===== config.mk =====
export PLATFORM = sky130hd
export DESIGN_NAME = sram_host_ctrl
export DESIGN_NICKNAME = d
export VERILOG_FILES = /design/src/core/sram_host_pkg.sv /design/src/core/sram_host_ctrl.sv
export SDC_FILE = /design/constraint.sdc
export NUM_CORES = 1
export LEC_CHECK = 0
export ABC_AREA = 1
export BUFFER_PORTS_ARGS = -buffer_cell sky130_fd_sc_hd__clkbuf_2
export CAP_MARGIN = 5
export CORE_UTILIZATION = 50
export CTS_CLUSTER_SIZE = 40
export DETAILED_ROUTE_END_ITERATION = 12
export PLACE_DENSITY = 0.82
export SLEW_MARGIN = 20
export SYNTH_ARGS = -nofsm -noshare
export SYNTH_HDL_FRONTEND = slang
export SYNTH_SLANG_ARGS = --single-unit

===== constraint.sdc =====
create_clock -name CORE_CLK_I -period 1.35 [get_ports CORE_CLK_I]
set_input_delay 0 -clock CORE_CLK_I [delete_from_list [all_inputs] [get_ports CORE_CLK_I]]
set_output_delay 0 -clock CORE_CLK_I [all_outputs]
set_load 0.05 [all_outputs]

===== src/core/sram_host_pkg.sv =====
package sram_host_pkg;

    // ------------------------------------------------------------------
    // Memory organisation.
    // ------------------------------------------------------------------
    localparam int ADDR_W = 18;
    localparam int DATA_W = 4;

    // ------------------------------------------------------------------
    // Pin timing of the memory, in nanoseconds, and the core clock.
    // ------------------------------------------------------------------
    localparam int CLK_PERIOD_NS           = 40;
    localparam int SELECT_TO_DATA_MAX_NS   = 17;
    localparam int ADDR_TO_DATA_MAX_NS     = 17;
    localparam int ENABLE_TO_DATA_MAX_NS   = 9;
    localparam int DESELECT_TO_FLOAT_MAX_NS = 8;
    localparam int DISABLE_TO_FLOAT_MAX_NS = 7;
    localparam int WRITE_PULSE_MIN_NS      = 12;
    localparam int SELECT_TO_WRITE_END_NS  = 12;
    localparam int ADDR_VALID_TO_WRITE_END_NS = 12;
    localparam int DATA_SETUP_TO_WRITE_END_NS = 9;
    localparam int WRITE_CYCLE_MIN_NS      = 17;

    // Least times round up to whole cycles, never below one.
    function automatic int ns_to_cyc(input int ns);
        int c;
        c = (ns + CLK_PERIOD_NS - 1) / CLK_PERIOD_NS;
        return (c < 1) ? 1 : c;
    endfunction : ns_to_cyc

    localparam int READ_WAIT_CYC  = ns_to_cyc(SELECT_TO_DATA_MAX_NS);
    localparam int WRITE_LOW_CYC  = ns_to_cyc(WRITE_PULSE_MIN_NS);
    localparam int FLOAT_WAIT_CYC = ns_to_cyc(DESELECT_TO_FLOAT_MAX_NS);
    localparam int CNT_W          = 4;

    // ------------------------------------------------------------------
    // Controller states.
    // ------------------------------------------------------------------
    typedef enum logic [4:0] {
        ST_IDLE  = 5'h01,
        ST_READ  = 5'h02,
        ST_WRITE = 5'h04,
        ST_FLOAT = 5'h08,
        ST_DONE  = 5'h10
    } state_t;

endpackage : sram_host_pkg


===== src/core/sram_host_ctrl.sv =====
// Notes on behaviour
// [RULE_01] Memory holds 256K words of four bits.
// [RULE_02] Controls are select, output enable, write strobe.
// [RULE_03] No clock to memory; pin levels only.
// [RULE_04] Read: strobe high, select and enable low.
// [RULE_05] Sample read data after access time elapses.
// [RULE_06] Address is valid before select falls; the controller changes both on the same clock edge.
// [RULE_07] Old data held briefly after address change.
// [RULE_08] Memory drives no earlier than select fall.
// [RULE_09] Memory floats within time after deselect.
// [RULE_10] Data valid soon after enable falls.
// [RULE_11] Memory floats soon after enable rises.
// [RULE_12] Memory powers down after deselection.
// [RULE_13] Write happens while select and strobe low.
// [RULE_14] Address changes only while strobe high.
// [RULE_15] Address valid long enough before write end.
// [RULE_16] Select held low long enough before write end.
// [RULE_17] Write data valid before end, held after.
// [RULE_18] Enable low write needs longer strobe pulse.
// [RULE_19] Enable high write needs plain pulse only.
// [RULE_20] Memory floats after strobe falls.
// [RULE_21] Select after strobe keeps memory outputs off.
// [RULE_22] Controller never drives while memory drives.
// [RULE_23] Deselected memory floats and ignores controls.
`timescale 1ns/100ps
module sram_host_ctrl #(
    parameter int READ_CYC  = sram_host_pkg::READ_WAIT_CYC,
    parameter int WRITE_CYC = sram_host_pkg::WRITE_LOW_CYC
) (
    input  wire logic                           CORE_CLK_I,
    input  wire logic                           ARST_N_I,
    input  wire logic                           REQ_VALID_I,
    input  wire logic                           REQ_WRITE_I,
    input  wire logic [sram_host_pkg::ADDR_W-1:0] REQ_ADDR_I,
    input  wire logic [sram_host_pkg::DATA_W-1:0] REQ_WDATA_I,
    output logic                                REQ_READY_O,
    output logic                                RSP_VALID_O,
    output logic [sram_host_pkg::DATA_W-1:0]    RSP_RDATA_O,
    output logic [sram_host_pkg::ADDR_W-1:0]    MEM_ADDR_O,
    output logic                                MEM_SEL_N_O,
    output logic                                MEM_OE_N_O,
    output logic                                MEM_WRITE_STROBE_N_O,
    input  wire logic [sram_host_pkg::DATA_W-1:0] MEM_DATA_I,
    output logic [sram_host_pkg::DATA_W-1:0]    MEM_DATA_O,
    output logic                                MEM_DATA_OE_O
);
    import sram_host_pkg::*;

    // ------------------------------------------------------------------
    // Input synchroniser for the shared data pins.
    // ------------------------------------------------------------------
    logic [DATA_W-1:0] data_meta;
    logic [DATA_W-1:0] data_sync;

    // The first stage feeds only the second; the pins are asynchronous.
    always_ff @(posedge CORE_CLK_I or negedge ARST_N_I) begin
        if (!ARST_N_I) begin
            data_meta <= '0;
            data_sync <= '0;
        end else begin
            data_meta <= MEM_DATA_I;
            data_sync <= data_meta;
        end
    end

    // ------------------------------------------------------------------
    // Sequencer.
    // ------------------------------------------------------------------
    state_t           state;
    state_t           next_state;
    logic [CNT_W-1:0] cnt;
    logic [CNT_W-1:0] next_cnt;

    // Two extra cycles cover the synchroniser delay on read data.
    localparam logic [CNT_W-1:0] RD_LOAD = CNT_W'(READ_CYC + 2);
    localparam logic [CNT_W-1:0] WR_LOAD = CNT_W'(WRITE_CYC);
    localparam logic [CNT_W-1:0] FL_LOAD = CNT_W'(FLOAT_WAIT_CYC);
    localparam logic [CNT_W-1:0] CNT_ONE = CNT_W'(1);

    wire take     = (state == ST_IDLE) && REQ_VALID_I;
    wire cnt_done = (cnt == CNT_ONE);

    // Next-state selection; counters load on entry to each timed phase.
    always_comb begin
        next_state = state;
        next_cnt   = (cnt > CNT_ONE) ? cnt - CNT_ONE : cnt;
        case (state)
            ST_IDLE: begin
                if (take) begin
                    next_state = REQ_WRITE_I ? ST_WRITE : ST_READ;
                    next_cnt   = REQ_WRITE_I ? WR_LOAD : RD_LOAD;
                end
            end
            ST_READ: begin
                if (cnt_done) begin
                    next_state = ST_FLOAT;
                    next_cnt   = FL_LOAD;
                end
            end
            ST_WRITE: begin
                if (cnt_done) begin
                    next_state = ST_DONE;
                end
            end
            ST_FLOAT: begin
                if (cnt_done) begin
                    next_state = ST_DONE;
                end
            end
            ST_DONE: begin
                next_state = ST_IDLE;
            end
            default: begin
                next_state = ST_IDLE;
            end
        endcase
    end

    always_ff @(posedge CORE_CLK_I or negedge ARST_N_I) begin
        if (!ARST_N_I) begin
            state <= ST_IDLE;
            cnt   <= '0;
        end else begin
            state <= next_state;
            cnt   <= next_cnt;
        end
    end

    // ------------------------------------------------------------------
    // Pin drive.
    // ------------------------------------------------------------------
    // Address is latched on acceptance and held through the whole
    // access; it changes on the same clock edge that select falls and never moves while
    // the strobe is low. The write is select-led with output enable
    // high, so the memory never drives during it and the plain pulse
    // width suffices.
    wire rd_next = (next_state == ST_READ);
    wire wr_next = (next_state == ST_WRITE);

    always_ff @(posedge CORE_CLK_I or negedge ARST_N_I) begin
        if (!ARST_N_I) begin
            MEM_ADDR_O           <= '0;
            MEM_SEL_N_O          <= 1'b1;
            MEM_OE_N_O           <= 1'b1;
            MEM_WRITE_STROBE_N_O <= 1'b1;
            MEM_DATA_O           <= '0;
            MEM_DATA_OE_O        <= 1'b0;
        end else begin
            if (take) begin
                MEM_ADDR_O <= REQ_ADDR_I; // RULE_06 RULE_14 RULE_15
                MEM_DATA_O <= REQ_WDATA_I; // RULE_17
            end
            MEM_SEL_N_O          <= !(rd_next || wr_next); // RULE_16
            MEM_OE_N_O           <= !rd_next; // RULE_04 RULE_18 RULE_19
            MEM_WRITE_STROBE_N_O <= !wr_next; // RULE_13
            // Write data is held one cycle past the strobe rise, so the
            // memory latches a settled word instead of racing the release.
            MEM_DATA_OE_O        <= wr_next || (state == ST_WRITE); // RULE_22
        end
    end

    // ------------------------------------------------------------------
    // Request and answer handshake.
    // ------------------------------------------------------------------
    always_ff @(posedge CORE_CLK_I or negedge ARST_N_I) begin
        if (!ARST_N_I) begin
            REQ_READY_O <= 1'b0;
            RSP_VALID_O <= 1'b0;
            RSP_RDATA_O <= '0;
        end else begin
            REQ_READY_O <= (next_state == ST_IDLE);
            RSP_VALID_O <= (state == ST_WRITE || state == ST_FLOAT)
                           && cnt_done;
            if (state == ST_READ && cnt_done) begin
                RSP_RDATA_O <= data_sync; // RULE_05
            end
        end
    end

    // ------------------------------------------------------------------
    // Checks.
    // ------------------------------------------------------------------
    property p_no_drive_in_read;
        @(posedge CORE_CLK_I) disable iff (!ARST_N_I)
        !MEM_OE_N_O |-> !MEM_DATA_OE_O;
    endproperty
    a_no_drive_in_read: assert property (p_no_drive_in_read) // RULE_22
        else $error("Controller drives data while memory enabled.");

    property p_addr_stable_write;
        @(posedge CORE_CLK_I) disable iff (!ARST_N_I)
        $changed(MEM_ADDR_O)
            |-> $past(MEM_WRITE_STROBE_N_O) || $past(MEM_SEL_N_O);
    endproperty
    a_addr_stable_write: assert property (p_addr_stable_write) // RULE_14
        else $error("Address moved during write.");

    property p_write_pulse;
        @(posedge CORE_CLK_I) disable iff (!ARST_N_I)
        $fell(MEM_WRITE_STROBE_N_O) |-> !MEM_WRITE_STROBE_N_O[*1]
            ##0 !MEM_SEL_N_O;
    endproperty
    a_write_pulse: assert property (p_write_pulse) // RULE_16
        else $error("Write pulse without select.");

    property p_write_oe_high;
        @(posedge CORE_CLK_I) disable iff (!ARST_N_I)
        !MEM_WRITE_STROBE_N_O |-> MEM_OE_N_O && MEM_DATA_OE_O;
    endproperty
    a_write_oe_high: assert property (p_write_oe_high) // RULE_19
        else $error("Write with enable low or no data.");

    property p_read_pins;
        @(posedge CORE_CLK_I) disable iff (!ARST_N_I)
        !MEM_OE_N_O |-> !MEM_SEL_N_O && MEM_WRITE_STROBE_N_O;
    endproperty
    a_read_pins: assert property (p_read_pins) // RULE_04
        else $error("Read pin pattern wrong.");

    property p_read_wait;
        @(posedge CORE_CLK_I) disable iff (!ARST_N_I)
        $fell(MEM_OE_N_O) |-> !MEM_OE_N_O[*3];
    endproperty
    a_read_wait: assert property (p_read_wait) // RULE_05
        else $error("Read ended before access time.");

    property p_float_gap;
        @(posedge CORE_CLK_I) disable iff (!ARST_N_I)
        $rose(MEM_OE_N_O) |-> !MEM_DATA_OE_O ##1 !MEM_DATA_OE_O;
    endproperty
    a_float_gap: assert property (p_float_gap) // RULE_22
        else $error("Drive began before memory floated.");

    property p_addr_before_sel;
        @(posedge CORE_CLK_I) disable iff (!ARST_N_I)
        !MEM_SEL_N_O && $past(!MEM_SEL_N_O) |-> $stable(MEM_ADDR_O);
    endproperty
    a_addr_before_sel: assert property (p_addr_before_sel) // RULE_06
        else $error("Address changed while selected.");

    c_read: cover property (@(posedge CORE_CLK_I) $rose(RSP_VALID_O)
        && MEM_SEL_N_O && $past(MEM_OE_N_O, 2) == 1'b0);
    c_write: cover property (@(posedge CORE_CLK_I)
        $fell(MEM_WRITE_STROBE_N_O));
    c_oe: cover property (@(posedge CORE_CLK_I) $fell(MEM_OE_N_O));

endmodule : sram_host_ctrl


# Word-level counts from Yosys, hierarchy flattened

Cells that the tools add are included.
W data, S select, Z words.

Add/sub/neg operators: 1
$lt $le $gt $ge: 1
Equal/unequal tests: 8
Mux-type cells: 10
Reduce and logical (&&, ||, !) cells: 10

Operator list:

| cell                  | count |
|---|---|
| $mux W5               | 3 |
| $pmux W5 S3           | 1 |
| $mux W4               | 3 |
| $eq A5 B1 Y1 const B  | 2 |
| $eq A5 B2 Y1 const B  | 2 |
| $eq A5 B3 Y1 const B  | 2 |
| $pmux W4 S2           | 1 |
| $eq A5 B4 Y1 const B  | 1 |
| $eq A4 B1 Y1 const B  | 1 |
| $gt A4 B1 Y1 const B  | 1 |
| $sub A4 B1 Y4 const B | 1 |
| $logic_and A1 B1 Y1   | 3 |
| $logic_not A1 Y1      | 3 |
| $logic_or A1 B1 Y1    | 3 |
| $mux W3               | 1 |
| $mux W2               | 1 |
| $reduce_or A2 Y1      | 1 |

Register bits: 49
Logic and storage cells: 43

# Longest topological paths before layout

Gate-level depths: netlist of run 1.

Depth in word-level cells: 7
Gate-level depth with buffers: 9

# Least setup slack after synthesis of run 1

OpenSTA, ideal clock, no wires.

Path kind: register to register
From: reg state[0]
To: reg cnt[3]
Setup time: 0.119 ns
Data arrival time: 1.110 ns
Data required time: 1.231 ns
Path slack: 0.121 ns
Cell stages (with the launch flop): 7
Path buffers: 1
Period minus slack after synthesis: 1.229 ns
Path through: dfstp_2 inv_1 nor2_1 nand3_2 nor2_4 buf_6 nor3_1

Cells in the longest elaborated chain, start to end: 4

Ends and longest elaborated chain:

| item                     | line                                       | source |
|---|---|---|
| start: declaration       | sram_host_ctrl.sv:69                       | `state_t state;` |
| start signal: assignment | sram_host_ctrl.sv:124                      | `state <= next_state;` |
| $eq A5 B1 Y1             | sram_host_ctrl.sv:80, sram_host_ctrl.sv:87 |  |
| $logic_and A1 B1 Y1      | sram_host_ctrl.sv:80                       | `wire take = (state == ST_IDLE) && REQ_VALID_I;` |
| $mux W4                  | sram_host_ctrl.sv:89                       | `if (take) begin` |
| $pmux W4 S2 *            | sram_host_ctrl.sv:87                       | `case (state)` |
| net next_cnt[3]          | sram_host_ctrl.sv:72                       | `logic [CNT_W-1:0] next_cnt;` |
| end signal: assignment   | sram_host_ctrl.sv:125                      | `cnt <= next_cnt;` |
| end: declaration         | sram_host_ctrl.sv:71                       | `logic [CNT_W-1:0] cnt;` |

Mark *: on every way through the listed nets, which the timed path passes. The rest lies on a longest branch.
A chain may end at the register's enable or synchronous reset.

# Worst setup path in the final report of run 1

From: reg state[0]
To: reg MEM_ADDR_O[3] (netlist bit)

Cells in the longest elaborated chain, start to end: 2

Ends and longest elaborated chain:

| item                   | line                  | source |
|---|---|---|
| $eq A5 B1 Y1           | sram_host_ctrl.sv:80  |  |
| $logic_and A1 B1 Y1    | sram_host_ctrl.sv:80  |  |
| end signal: assignment | sram_host_ctrl.sv:142 | `MEM_ADDR_O <= '0;` |
| end signal: assignment | sram_host_ctrl.sv:150 | `MEM_ADDR_O <= REQ_ADDR_I;` |
| end: declaration       | sram_host_ctrl.sv:39  | `output logic [sram_host_pkg::ADDR_W-1:0] MEM_ADDR_O,` |

No other way between the ends.

==> flow_summary.json, run 1 <==
{
  "viasPerCell": 4.92,
  "fin_nets": 338,
  "clock_path_buffers": 2,
  "synth.top_cells.by_count": "91 x nand2_1, 45 x dfrtp_1, 16 x inv_1, 12 x nor2_1, 10 x nand3_1",
  "yosys.area.top_type": "dfrtp_1",
  "syn-num-nets": 235,
  "dieArea_um2": 4130,
  "clkTransAtPathRegs_ns": 0.09,
  "synth-edff-count": 0,
  "postSynthAreaPerCell_um2": 9.56,
  "row_count": 22,
  "cts.sinks": 49,
  "ys_warn_count": 0,
  "cts-root-buf": "clkbuf_8",
  "critPathMaxStageDelay_ns": 0.54,
  "finalInstanceArea_um2": 2830,
  "rsz0062_at_grt": "true",
  "dp_hpwl_mm": 2.44,
  "fin_util_pct": 76.6,
  "h-tree-depth": 2,
  "io_pins": 62,
  "dr.pass1.iters": 4,
  "hp-class": "in -> reg",
  "grt_max_degree": 50,
  "r2r_setup_slack_ns": -0.01,
  "drt.antenna.violating_nets": 0,
  "initial_utilization_pct": 52.6,
  "fmax_ghz": 0.733,
  "grt_usage_pct": 23.5,
  "port_buffers": 61,
  "finClkSkew_ns": 0.00338,
  "yosys_register_bits": 49,
  "yosys.cell_types.count": 16,
  "drive_above_1_share_pct": 31.9,
  "die_w_um": 64.3,
  "via_count": 1747,
  "synth_area_leaders": "dfrtp_1 58%, nand2_1 18%, dfstp_2 5.4%, inv_1 3.1%, nand3_1 2.6%",
  "netlist.area_leader.share_pct": 58.0,
  "status": "finished with violations",
  "min_period_over_period_pct": 101,
  "slew_headroom_pct": 80.5,
  "worst_slew_pin_slew_ns": 0.294,
  "yosysMostFrequentCell": "nand2_1",
  "worst-path-max-fanout": 12,
  "setup_ws_ns": -0.0136,
  "crit_path_end_kind": "register",
  "synth_area_um2": 1940,
  "syn_inst": 203,
  "gp_congestion": 0.768,
  "worstReg2RegStart": "state[0]",
  "hp-start": "REQ_WRITE_I",
  "finalHoldViolCount": 0,
  "min_path_cells": 4,
  "holdPathEnd": "state[1]",
  "antenna_found_initial": 0,
  "crit_type": "reg -> reg",
  "worstPathArrival_ns": 1.62,
  "drv_cap": 0,
  "drt_iter0_markers": 93,
  "power_density_nw_per_um2": 2610,
  "place_area_um2": 2340,
  "worstSkewPairLatency_ns": 0.31,
  "cts_inserted_buffers": 5,
  "fin_crit_ns": 1.36,
  "cts_tree": "done",
  "die_h_um": 64.3,
  "core_um2": 3690,
  "area_delta_synth_final_pct": 45.6,
  "drt-total-wl_mm": 4.90,
  "crit_required_ns": 1.61,
  "reg2reg_to": "MEM_ADDR_O[3]",
  "slowest_stage": "dfstp_2",
  "grt_overflow": 0,
  "ir_drop_v": 0.00159,
  "setup_violations": 4,
  "p_leak_nw": 1.55,
  "cp-start-kind": "register",
  "tns_ns": -0.0277,
  "wl_per_cell_um": 13.8,
  "synth_seq_area_share_pct": 63.4,
  "slew_violations": 0,
  "grt_pass1_wl_mm": 7.19,
  "grt_pass1_vias": 1629,
  "failed_checks": "setup timing",
  "path_cells": "inv_2, nor2_4, nand3_2, nor2_4, clkbuf_16, nand2_1, nand2_1",
  "synth_ff_type": "dfrtp_1",
  "ff2ff_path_depth": 7,
  "route.detailed.drc": 0,
  "synthArstFlopShare_pct": 100,
  "antenna_cells": 0
}
[timing repair]
action | 4_1_cts | 5_1_grt
pin swaps | 0 | 1
setup buffers | 0 | 3
endpoints found under the hold margin | 77 | 0
cloned | 0 | 2
gates resized for setup | 2 | 3
setup endpoints to repair | 1 | 30
hold buffers | 28 | 0
[power breakdown]
part           leakage (nW)  internal, mW  switching (mW)
Sequential            0.601          2.03           0.316
Clock                0.0574         0.602           0.488
Combinational         0.895          1.15            2.79
[cells by family after synthesis]
family                   share of synthesized area (%)
flip-flops                                        63.4
buffers and inverters                             5.61
adder cells (fa/ha/maj)                           1.29
AO/OA/AOI/OAI                                     1.03
XOR/XNOR                                         0.903
AND/OR/NAND/NOR                                   27.7
[placed cells by master (no fill, tap or decap)]
master         instances
nand2_1               91
clkbuf_2              61
dfrtp_1               44
dlygate4sd3_1         28
inv_1                 14
nor2_1                11
nand3_1               10
clkbuf_8               6
buf_4                  6
nor2_4                 5
dfstp_2                4
o21ai_0                4
nand2_2                3
inv_2                  3
buf_12                 3
xor2_1                 2
nand3_2                2
nand4_1                2
ha_1                   2
clkbuf_16              2
nor3_1                 1
bufinv_16              1
clkinvlp_4             1
dfrtp_2                1
[layer usage]
layer	global-route usage [%]	routed length [µm]
met1	28.9	1920
met2	39.7	2600
met3	5.89	275
met4	9.17	111
met5	0	0
[area by class of cell]
class / count / area, µm²
fillers: 220 / 863
clock inverters: 2 / 37.5
inverters: 17 / 63.8
multi-input cells: 133 / 608
clock buffers: 6 / 82.6
well taps: 48 / 60.1
flip-flops and latches: 49 / 1230
repair buffers: 100 / 741
[metrics by stage]
step / instances / hold slack [ns] / total power, mW / setup WS [ns]
2_1_floorplan: 203 / -0.296 / 5.06 / 0.121
3_3_place_gp: 314 / 0.00272 / 5.82 / 0.0512
3_5_place_dp: 314 / 0.0158 / 5.91 / -0.00453
4_1_cts: 350 / 0.0456 / 7.09 / 0.0114
5_1_grt: 355 / 0.0703 / 7.77 / -0.103
6_report: 355 / 0.0450 / 7.38 / -0.0136
[worst max-delay path: cells and delay by family (launching register included)]
family	cells	cell delay [ns]
buffers and inverters	2	0.26
and+or+nand+nor	5	0.52
DFF	1	0.54
[worst max-delay path by stage]
| stage | start | end | slack, ns | cells after the start |
|---|---|---|---|---|
| 3_5_place_dp | state[0] | cnt[1] | -0.005 | 7 |
| 6_report | state[0] | MEM_ADDR_O[3] | -0.01 | 7 |
| 5_1_grt | state[0] | cnt[1] | -0.10 | 7 |
| 2_1_floorplan | state[0] | cnt[3] | 0.12 | 6 |
| 4_1_cts | state[0] | cnt[1] | 0.01 | 7 |
| 3_3_place_gp | cnt[1] | cnt[1] | 0.05 | 7 |
[state kept, by name (all words and copies together), names as in the netlist, 4 cells and up]
signal / count
RSP_RDATA_O: 4
state: 5
data_sync: 4
cnt: 4
MEM_DATA_O: 4
MEM_ADDR_O: 18
data_meta: 4
Power figures use the tool's default switching activity.
==> run 2, diff against run 1 <==
CORE_ASPECT_RATIO = 1.75   (was default)
RECOVER_POWER = 25   (was default)
==> run 2 against run 1 <==
- the flow now finishes without violations
- sequential cell count unchanged
- sequential power hardly changed
- die area up 0.24%
- utilization increased by 0.16 points
- maximum frequency increased by 2.8%
- non-clock buffer count is 4 higher
- clock-buffer cell count is 1 higher
- final cell count rose by 0.56%
- power down 2.1%
- critical path type unchanged
- highest routed layer unchanged
==> flow_summary.json, run 2 (same netlist as run 1, synthesis figures left out) <==
{
  "drive_above_1_share_pct": 35.4,
  "io_pins": 62,
  "crit_required_ns": 1.54,
  "fin_util_pct": 76.7,
  "drt-total-wl_mm": 4.77,
  "clkPwrFrac_pct": 12.8,
  "crit_end": "MEM_DATA_O[3]",
  "cts.sinks": 49,
  "die_w_um": 49.1,
  "fin_crit_ns": 1.33,
  "fmax_ghz": 0.754,
  "r2r_setup_slack_ns": 0.02,
  "numPlacedInstances": 319,
  "dieArea_um2": 4140,
  "power_density_nw_per_um2": 2570,
  "reg_top3": "MEM_ADDR_O: 18 flops, state: 5 flops",
  "crit_type": "reg -> reg",
  "hp-class": "in -> reg",
  "p_seq_share_pct": 32.3,
  "hp-start": "REQ_WRITE_I",
  "tns_ns": 0,
  "initial_utilization_pct": 53.0,
  "crit_path_end_kind": "register",
  "wl_per_cell_um": 13.4,
  "cp-start-kind": "register",
  "grt_overflow": 0,
  "ir_drop_v": 0.00218,
  "grt_pass1_wl_mm": 7.70,
  "worstSkewPairLatency_ns": 0.30,
  "nFillCells": 248,
  "antenna_found_initial": 0,
  "clkTransAtPathRegs_ns": 0.08,
  "reg2reg_to": "MEM_DATA_O[3]",
  "drv_cap": 0,
  "cts_tree": "done",
  "worstReg2RegStart": "state[3]",
  "antenna_cells": 0,
  "slowest_stage": "dfrtp_2",
  "rsz0062_at_grt": "true",
  "crit_path_start": "state[3]",
  "port_buffers": 61,
  "finClkSkew_ns": 0.00688,
  "dr.pass1.iters": 4,
  "dp_hpwl_mm": 2.96,
  "drt.antenna.violating_nets": 0,
  "ff2ff_path_depth": 7,
  "path_cells": "nor2_4, nand2_4, nor2_4, nand2_4, buf_6, nand2_1, nand2_1",
  "fin_nets": 342,
  "cts_inserted_buffers": 5,
  "slew_headroom_pct": 59.3,
  "worstPathArrival_ns": 1.52,
  "regMostFlops": "MEM_ADDR_O",
  "clock_path_buffers": 2,
  "intPower_mw": 3.63,
  "switching_share_pct": 49.8,
  "h-tree-depth": 2,
  "worst_slew_pin_slew_ns": 0.611,
  "worst-path-max-fanout": 9,
  "via_count": 1729,
  "core_um2": 3660,
  "slew_violations": 0,
  "area_delta_synth_final_pct": 44.9,
  "mostFrequentLayoutCells": "86 x nand2_1, 61 x clkbuf_2, 43 x dfrtp_1",
  "layout_commonest_cell": "nand2_1",
  "largest_reg_flops": 18,
  "layout.cells.non_filler": 357,
  "setup_violations": 0,
  "route.detailed.drc": 0,
  "finalHoldViolCount": 0,
  "critPathMaxStageDelay_ns": 0.45,
  "grt_pass1_vias": 1779,
  "status": "finished, final reports clean",
  "combPwrFrac_pct": 54.8,
  "grt_max_degree": 27,
  "p_leak_nw": 1.55,
  "fin_hold_ws_ns": 0.0724,
  "min_period_over_period_pct": 98.3,
  "viasPerCell": 4.84,
  "row_count": 29,
  "cts-root-buf": "clkbuf_8",
  "grt_usage_pct": 24.7,
  "drt_iter0_markers": 40,
  "p_sw_mw": 3.60,
  "die_h_um": 84.4,
  "gp_congestion": 0.844
}
[run 2: worst max-delay path: cells and delay by family, from the launching register on]
family        cells  cell delay [ns]
flops             1             0.45
buf+inv           1             0.14
simple gates      6             0.64
[run 2: final cells by class]
cell class	count	area, µm²	area share, %
multi-input cells	133	638	22.7
inverters	17	63.8	2.27
clock inverters	1	5.00	0.178
flip-flops and latches	49	1230	43.9
clock buffers	7	96.3	3.43
repair buffers	104	718	25.5
well taps	46	57.6	2.05
[run 2: routing by layer]
| metal | GRT usage, % | vias to the layer above | wire (µm) |
|---|---|---|---|
| met5 | 0 | - | 0 |
| met4 | 13.4 | 0 | 157 |
| met3 | 4.53 | 17 | 187 |
| met2 | 43.5 | 56 | 2770 |
| met1 | 27.5 | 825 | 1650 |
| li1 | - | 831 | - |
[run 2: per-stage QoR]
stage / setup WS (ns) / power (mW) / area, µm²
after global routing: -0.0290 / 7.67 / 2810
after detailed placement: 0.00567 / 5.98 / 2380
final: 0.0236 / 7.23 / 2810
after floorplan: 0.121 / 5.06 / 1940
after global placement: 0.0805 / 5.89 / 2380
after CTS: -0.0191 / 7.02 / 2770
[run 2: power by group through the flow]
stage               Combinational [mW]  Sequential, mW  Clock (mW)
CTS                               3.76            2.31       0.953
global placement                  3.57            2.32           0
floorplan                         1.30            3.76           0
global route                      4.27            2.39        1.00
finish                            3.96            2.34       0.927
detailed placement                3.66            2.33           0
[run 2: what timing repair did]
action	in CTS	in global routing
gates cloned	0	1
hold buffers	28	0
setup buffers	0	1
setup endpoints to repair	4	28
hold endpoints to repair	73	0
resized for setup	2	18
[run 2: how the worst min path moves through the flow]
stage                    endpoint  slack (ns)  cells after the start
floorplan           MEM_ADDR_O[0]       -0.30                      0
finish                   state[1]        0.07                      4
global placement     data_sync[3]       -0.14                      1
CTS                 MEM_DATA_OE_O        0.07                      3
detailed placement   data_sync[3]       -0.14                      1
global route             state[1]        0.09                      4
==> run 3, diff against run 2 <==
ABC_AREA = default   (was 1)
PLACE_DENSITY = 0.81   (was 0.82)
==> run 3 against run 2 <==
- the flow now finishes with violations (setup timing)
- synthesized cell count fell by 38%
- register-to-register slack worse by 0.28 ns
- critical path type unchanged
- synthesized area increased by 1.5%
- utilization grew 12 points
==> flow_summary.json, run 3 <==
{
  "status": "finished with violations",
  "failed_checks": "setup timing",
  "cts.sinks": 49,
  "route.detailed.drc": 0,
  "grt_pass1_wl_mm": 9.33,
  "die_h_um": 85.0,
  "synth-edff-count": 0,
  "tns_ns": -4.46,
  "port_buffers": 61,
  "area_delta_synth_final_pct": 67.3,
  "ys_warn_count": 0,
  "dr.pass1.iters": 4,
  "antenna_cells": 0,
  "setup_violations": 37,
  "synthXorXnorAreaFrac_pct": 1.33,
  "initial_utilization_pct": 53.2,
  "grt_max_degree": 24,
  "grt_pass1_vias": 1907,
  "synth_compound_area_share_pct": 3.94,
  "finClkSkew_ns": 0.00326,
  "place_area_um2": 2470,
  "worstPathArrival_ns": 1.77,
  "crit_path_end_kind": "register",
  "cts_inserted_buffers": 5,
  "synth_fa_ha_area_share_pct": 1.27,
  "fin_nets": 291,
  "yosysMostFrequentCell": "dfrtp_1",
  "worst_slew_pin_slew_ns": 0.576,
  "antenna_found_initial": 0,
  "mostFrequentLayoutCells": "61 x clkbuf_2, 43 x dfrtp_1, 28 x dlygate4sd3_1",
  "fin_crit_ns": 1.60,
  "min_period_over_period_pct": 119,
  "yosys_register_bits": 49,
  "synth_area_leaders": "dfrtp_1 57%, mux2_4 12%, mux2_2 6.3%, dfstp_2 5.3%, nor3b_2 1.9%",
  "via_count": 1688,
  "syn_inst": 126,
  "slew_violations": 0,
  "finalHoldViolCount": 0,
  "synth_seq_area_share_pct": 62.5,
  "drv_cap": 0,
  "cts_tree": "done",
  "crit_required_ns": 1.52,
  "die_w_um": 49.4,
  "fin_hold_ws_ns": 0.208,
  "yosys.cell_types.count": 32,
  "ir_drop_v": 0.00231,
  "drt_iter0_markers": 55,
  "cp-start-kind": "register",
  "multiInputGateArea_um2": 845,
  "grt_overflow": 0,
  "layout_commonest_cell": "clkbuf_2",
  "finalInstanceArea_um2": 3290,
  "fmax_ghz": 0.624,
  "clkTransAtPathRegs_ns": 0.09,
  "synth_area_um2": 1970,
  "synth_top_family_by_area": "multiplexers",
  "worst-path-max-fanout": 2,
  "gp_congestion": 0.922,
  "crit_type": "reg -> reg",
  "hp-class": "in -> async",
  "grt_usage_pct": 30.9,
  "dieArea_um2": 4200,
  "largest_reg_flops": 18,
  "postSynthAreaPerCell_um2": 15.6,
  "register_area_um2": 1230,
  "cts-root-buf": "clkbuf_8",
  "worstSkewPairLatency_ns": 0.30,
  "h-tree-depth": 2,
  "drt-total-wl_mm": 7.07,
  "syn-num-nets": 158,
  "core_um2": 3700,
  "r2r_setup_slack_ns": -0.25,
  "power_density_nw_per_um2": 2880,
  "drive_above_1_share_pct": 66.5,
  "synthArstFlopShare_pct": 100,
  "synth_mux_area_share_pct": 18.5,
  "synth.top_cells.by_count": "45 x dfrtp_1, 16 x mux2_4, 11 x mux2_2, 5 x a21oi_1, 5 x nor3_1",
  "yosys.area.top_type": "dfrtp_1",
  "reg_top3": "MEM_ADDR_O: 18 flops, state: 5 flops",
  "nFillCells": 158,
  "wl_per_cell_um": 23.1,
  "synth_simple_gate_area_share_pct": 10.2,
  "synth_ff_type": "dfrtp_1",
  "p_leak_nw": 1.64,
  "row_count": 29,
  "drt.antenna.violating_nets": 0,
  "regMostFlops": "MEM_ADDR_O",
  "netlist.area_leader.share_pct": 57.2,
  "clock_path_buffers": 2,
  "rsz0062_at_grt": "true",
  "io_pins": 62,
  "slew_headroom_pct": 61.6,
  "viasPerCell": 5.52,
  "setup_ws_ns": -0.252,
  "dp_hpwl_mm": 3.06
}
-- run 3: what timing repair did --
item	CTS	global route
pin swaps	5	13
setup endpoints to repair	32	41
hold buffers	28	0
gates cloned	2	1
gates resized for setup	16	28
endpoints found under the hold margin	45	0
setup buffers	7	13
-- run 3: critical path, cell delays in order (launching register included) --
cell and delay (ns):
dfrtp_1 0.41, buf_4 0.15, inv_2 0.07, ha_4 0.14, nor2_4 0.05, nor3_4 0.22, buf_6 0.16, xnor2_1 0.14
nand3_1 0.13
-- run 3: worst paths after layout --
kind / from / to / cells after the start
worst min register to register: data_meta[3] / data_sync[3] / 0
max in group asynchronous: ARST_N_I / MEM_ADDR_O[9] / 3
worst min-delay path: ARST_N_I / RSP_VALID_O / 2
min in group CORE_CLK_I: MEM_DATA_I[3] / data_meta[3] / 2
worst max register to register: cnt[0] / cnt[0] / 8
worst max-delay path: cnt[0] / cnt[0] / 8
-- run 3: cell families (layout without fill, tap and decap cells) --
| logic type | count (synthesis) | count (layout) |
|---|---|---|
| buffers and inverters | 7 | 141 |
| xor gates and xnor gates | 3 | 3 |
| AOI/OAI and AO/OA | 12 | 12 |
| and+or+nand+nor | 26 | 26 |
| muxes | 27 | 27 |
| adders and majority gates | 2 | 2 |
| DFF | 49 | 49 |
-- run 3: report_power, final --
part           leakage, nW  internal [mW]  switching (mW)
Clock               0.0681          0.736           0.506
Combinational        0.985           2.35            3.38
Sequential           0.586           2.06           0.443
-- run 3: metrics by stage --
step	std cells	power (mW)	utilization (%)	setup WS, ns
after detailed placement	248	6.67	66.8	-0.175
after global placement	248	6.48	66.8	-0.0635
after global routing	306	9.71	89.0	-0.277
after floorplan	126	5.55	-	-0.0955
final	306	9.48	89.0	-0.252
after CTS	293	8.51	83.0	-0.149
-- run 3: cell type report --
type / instances / area share, %
multi-input combinational: 70 / 25.6
sequential: 49 / 37.4
timing repair buffer: 130 / 30.8
inverter: 3 / 0.342
tap: 46 / 1.75
clock inverter: 3 / 1.97
clock buffer: 5 / 2.09
-- run 3: metal layers --
layer	wire (µm)	share of wire (%)	vias to the layer above	global-route usage, %
met5	0	0	-	0
met4	415	5.9	0	21.0
met3	430	6.1	41	5.91
met2	3910	55	113	58.7
met1	2310	33	827	28.4
li1	-	-	707	-
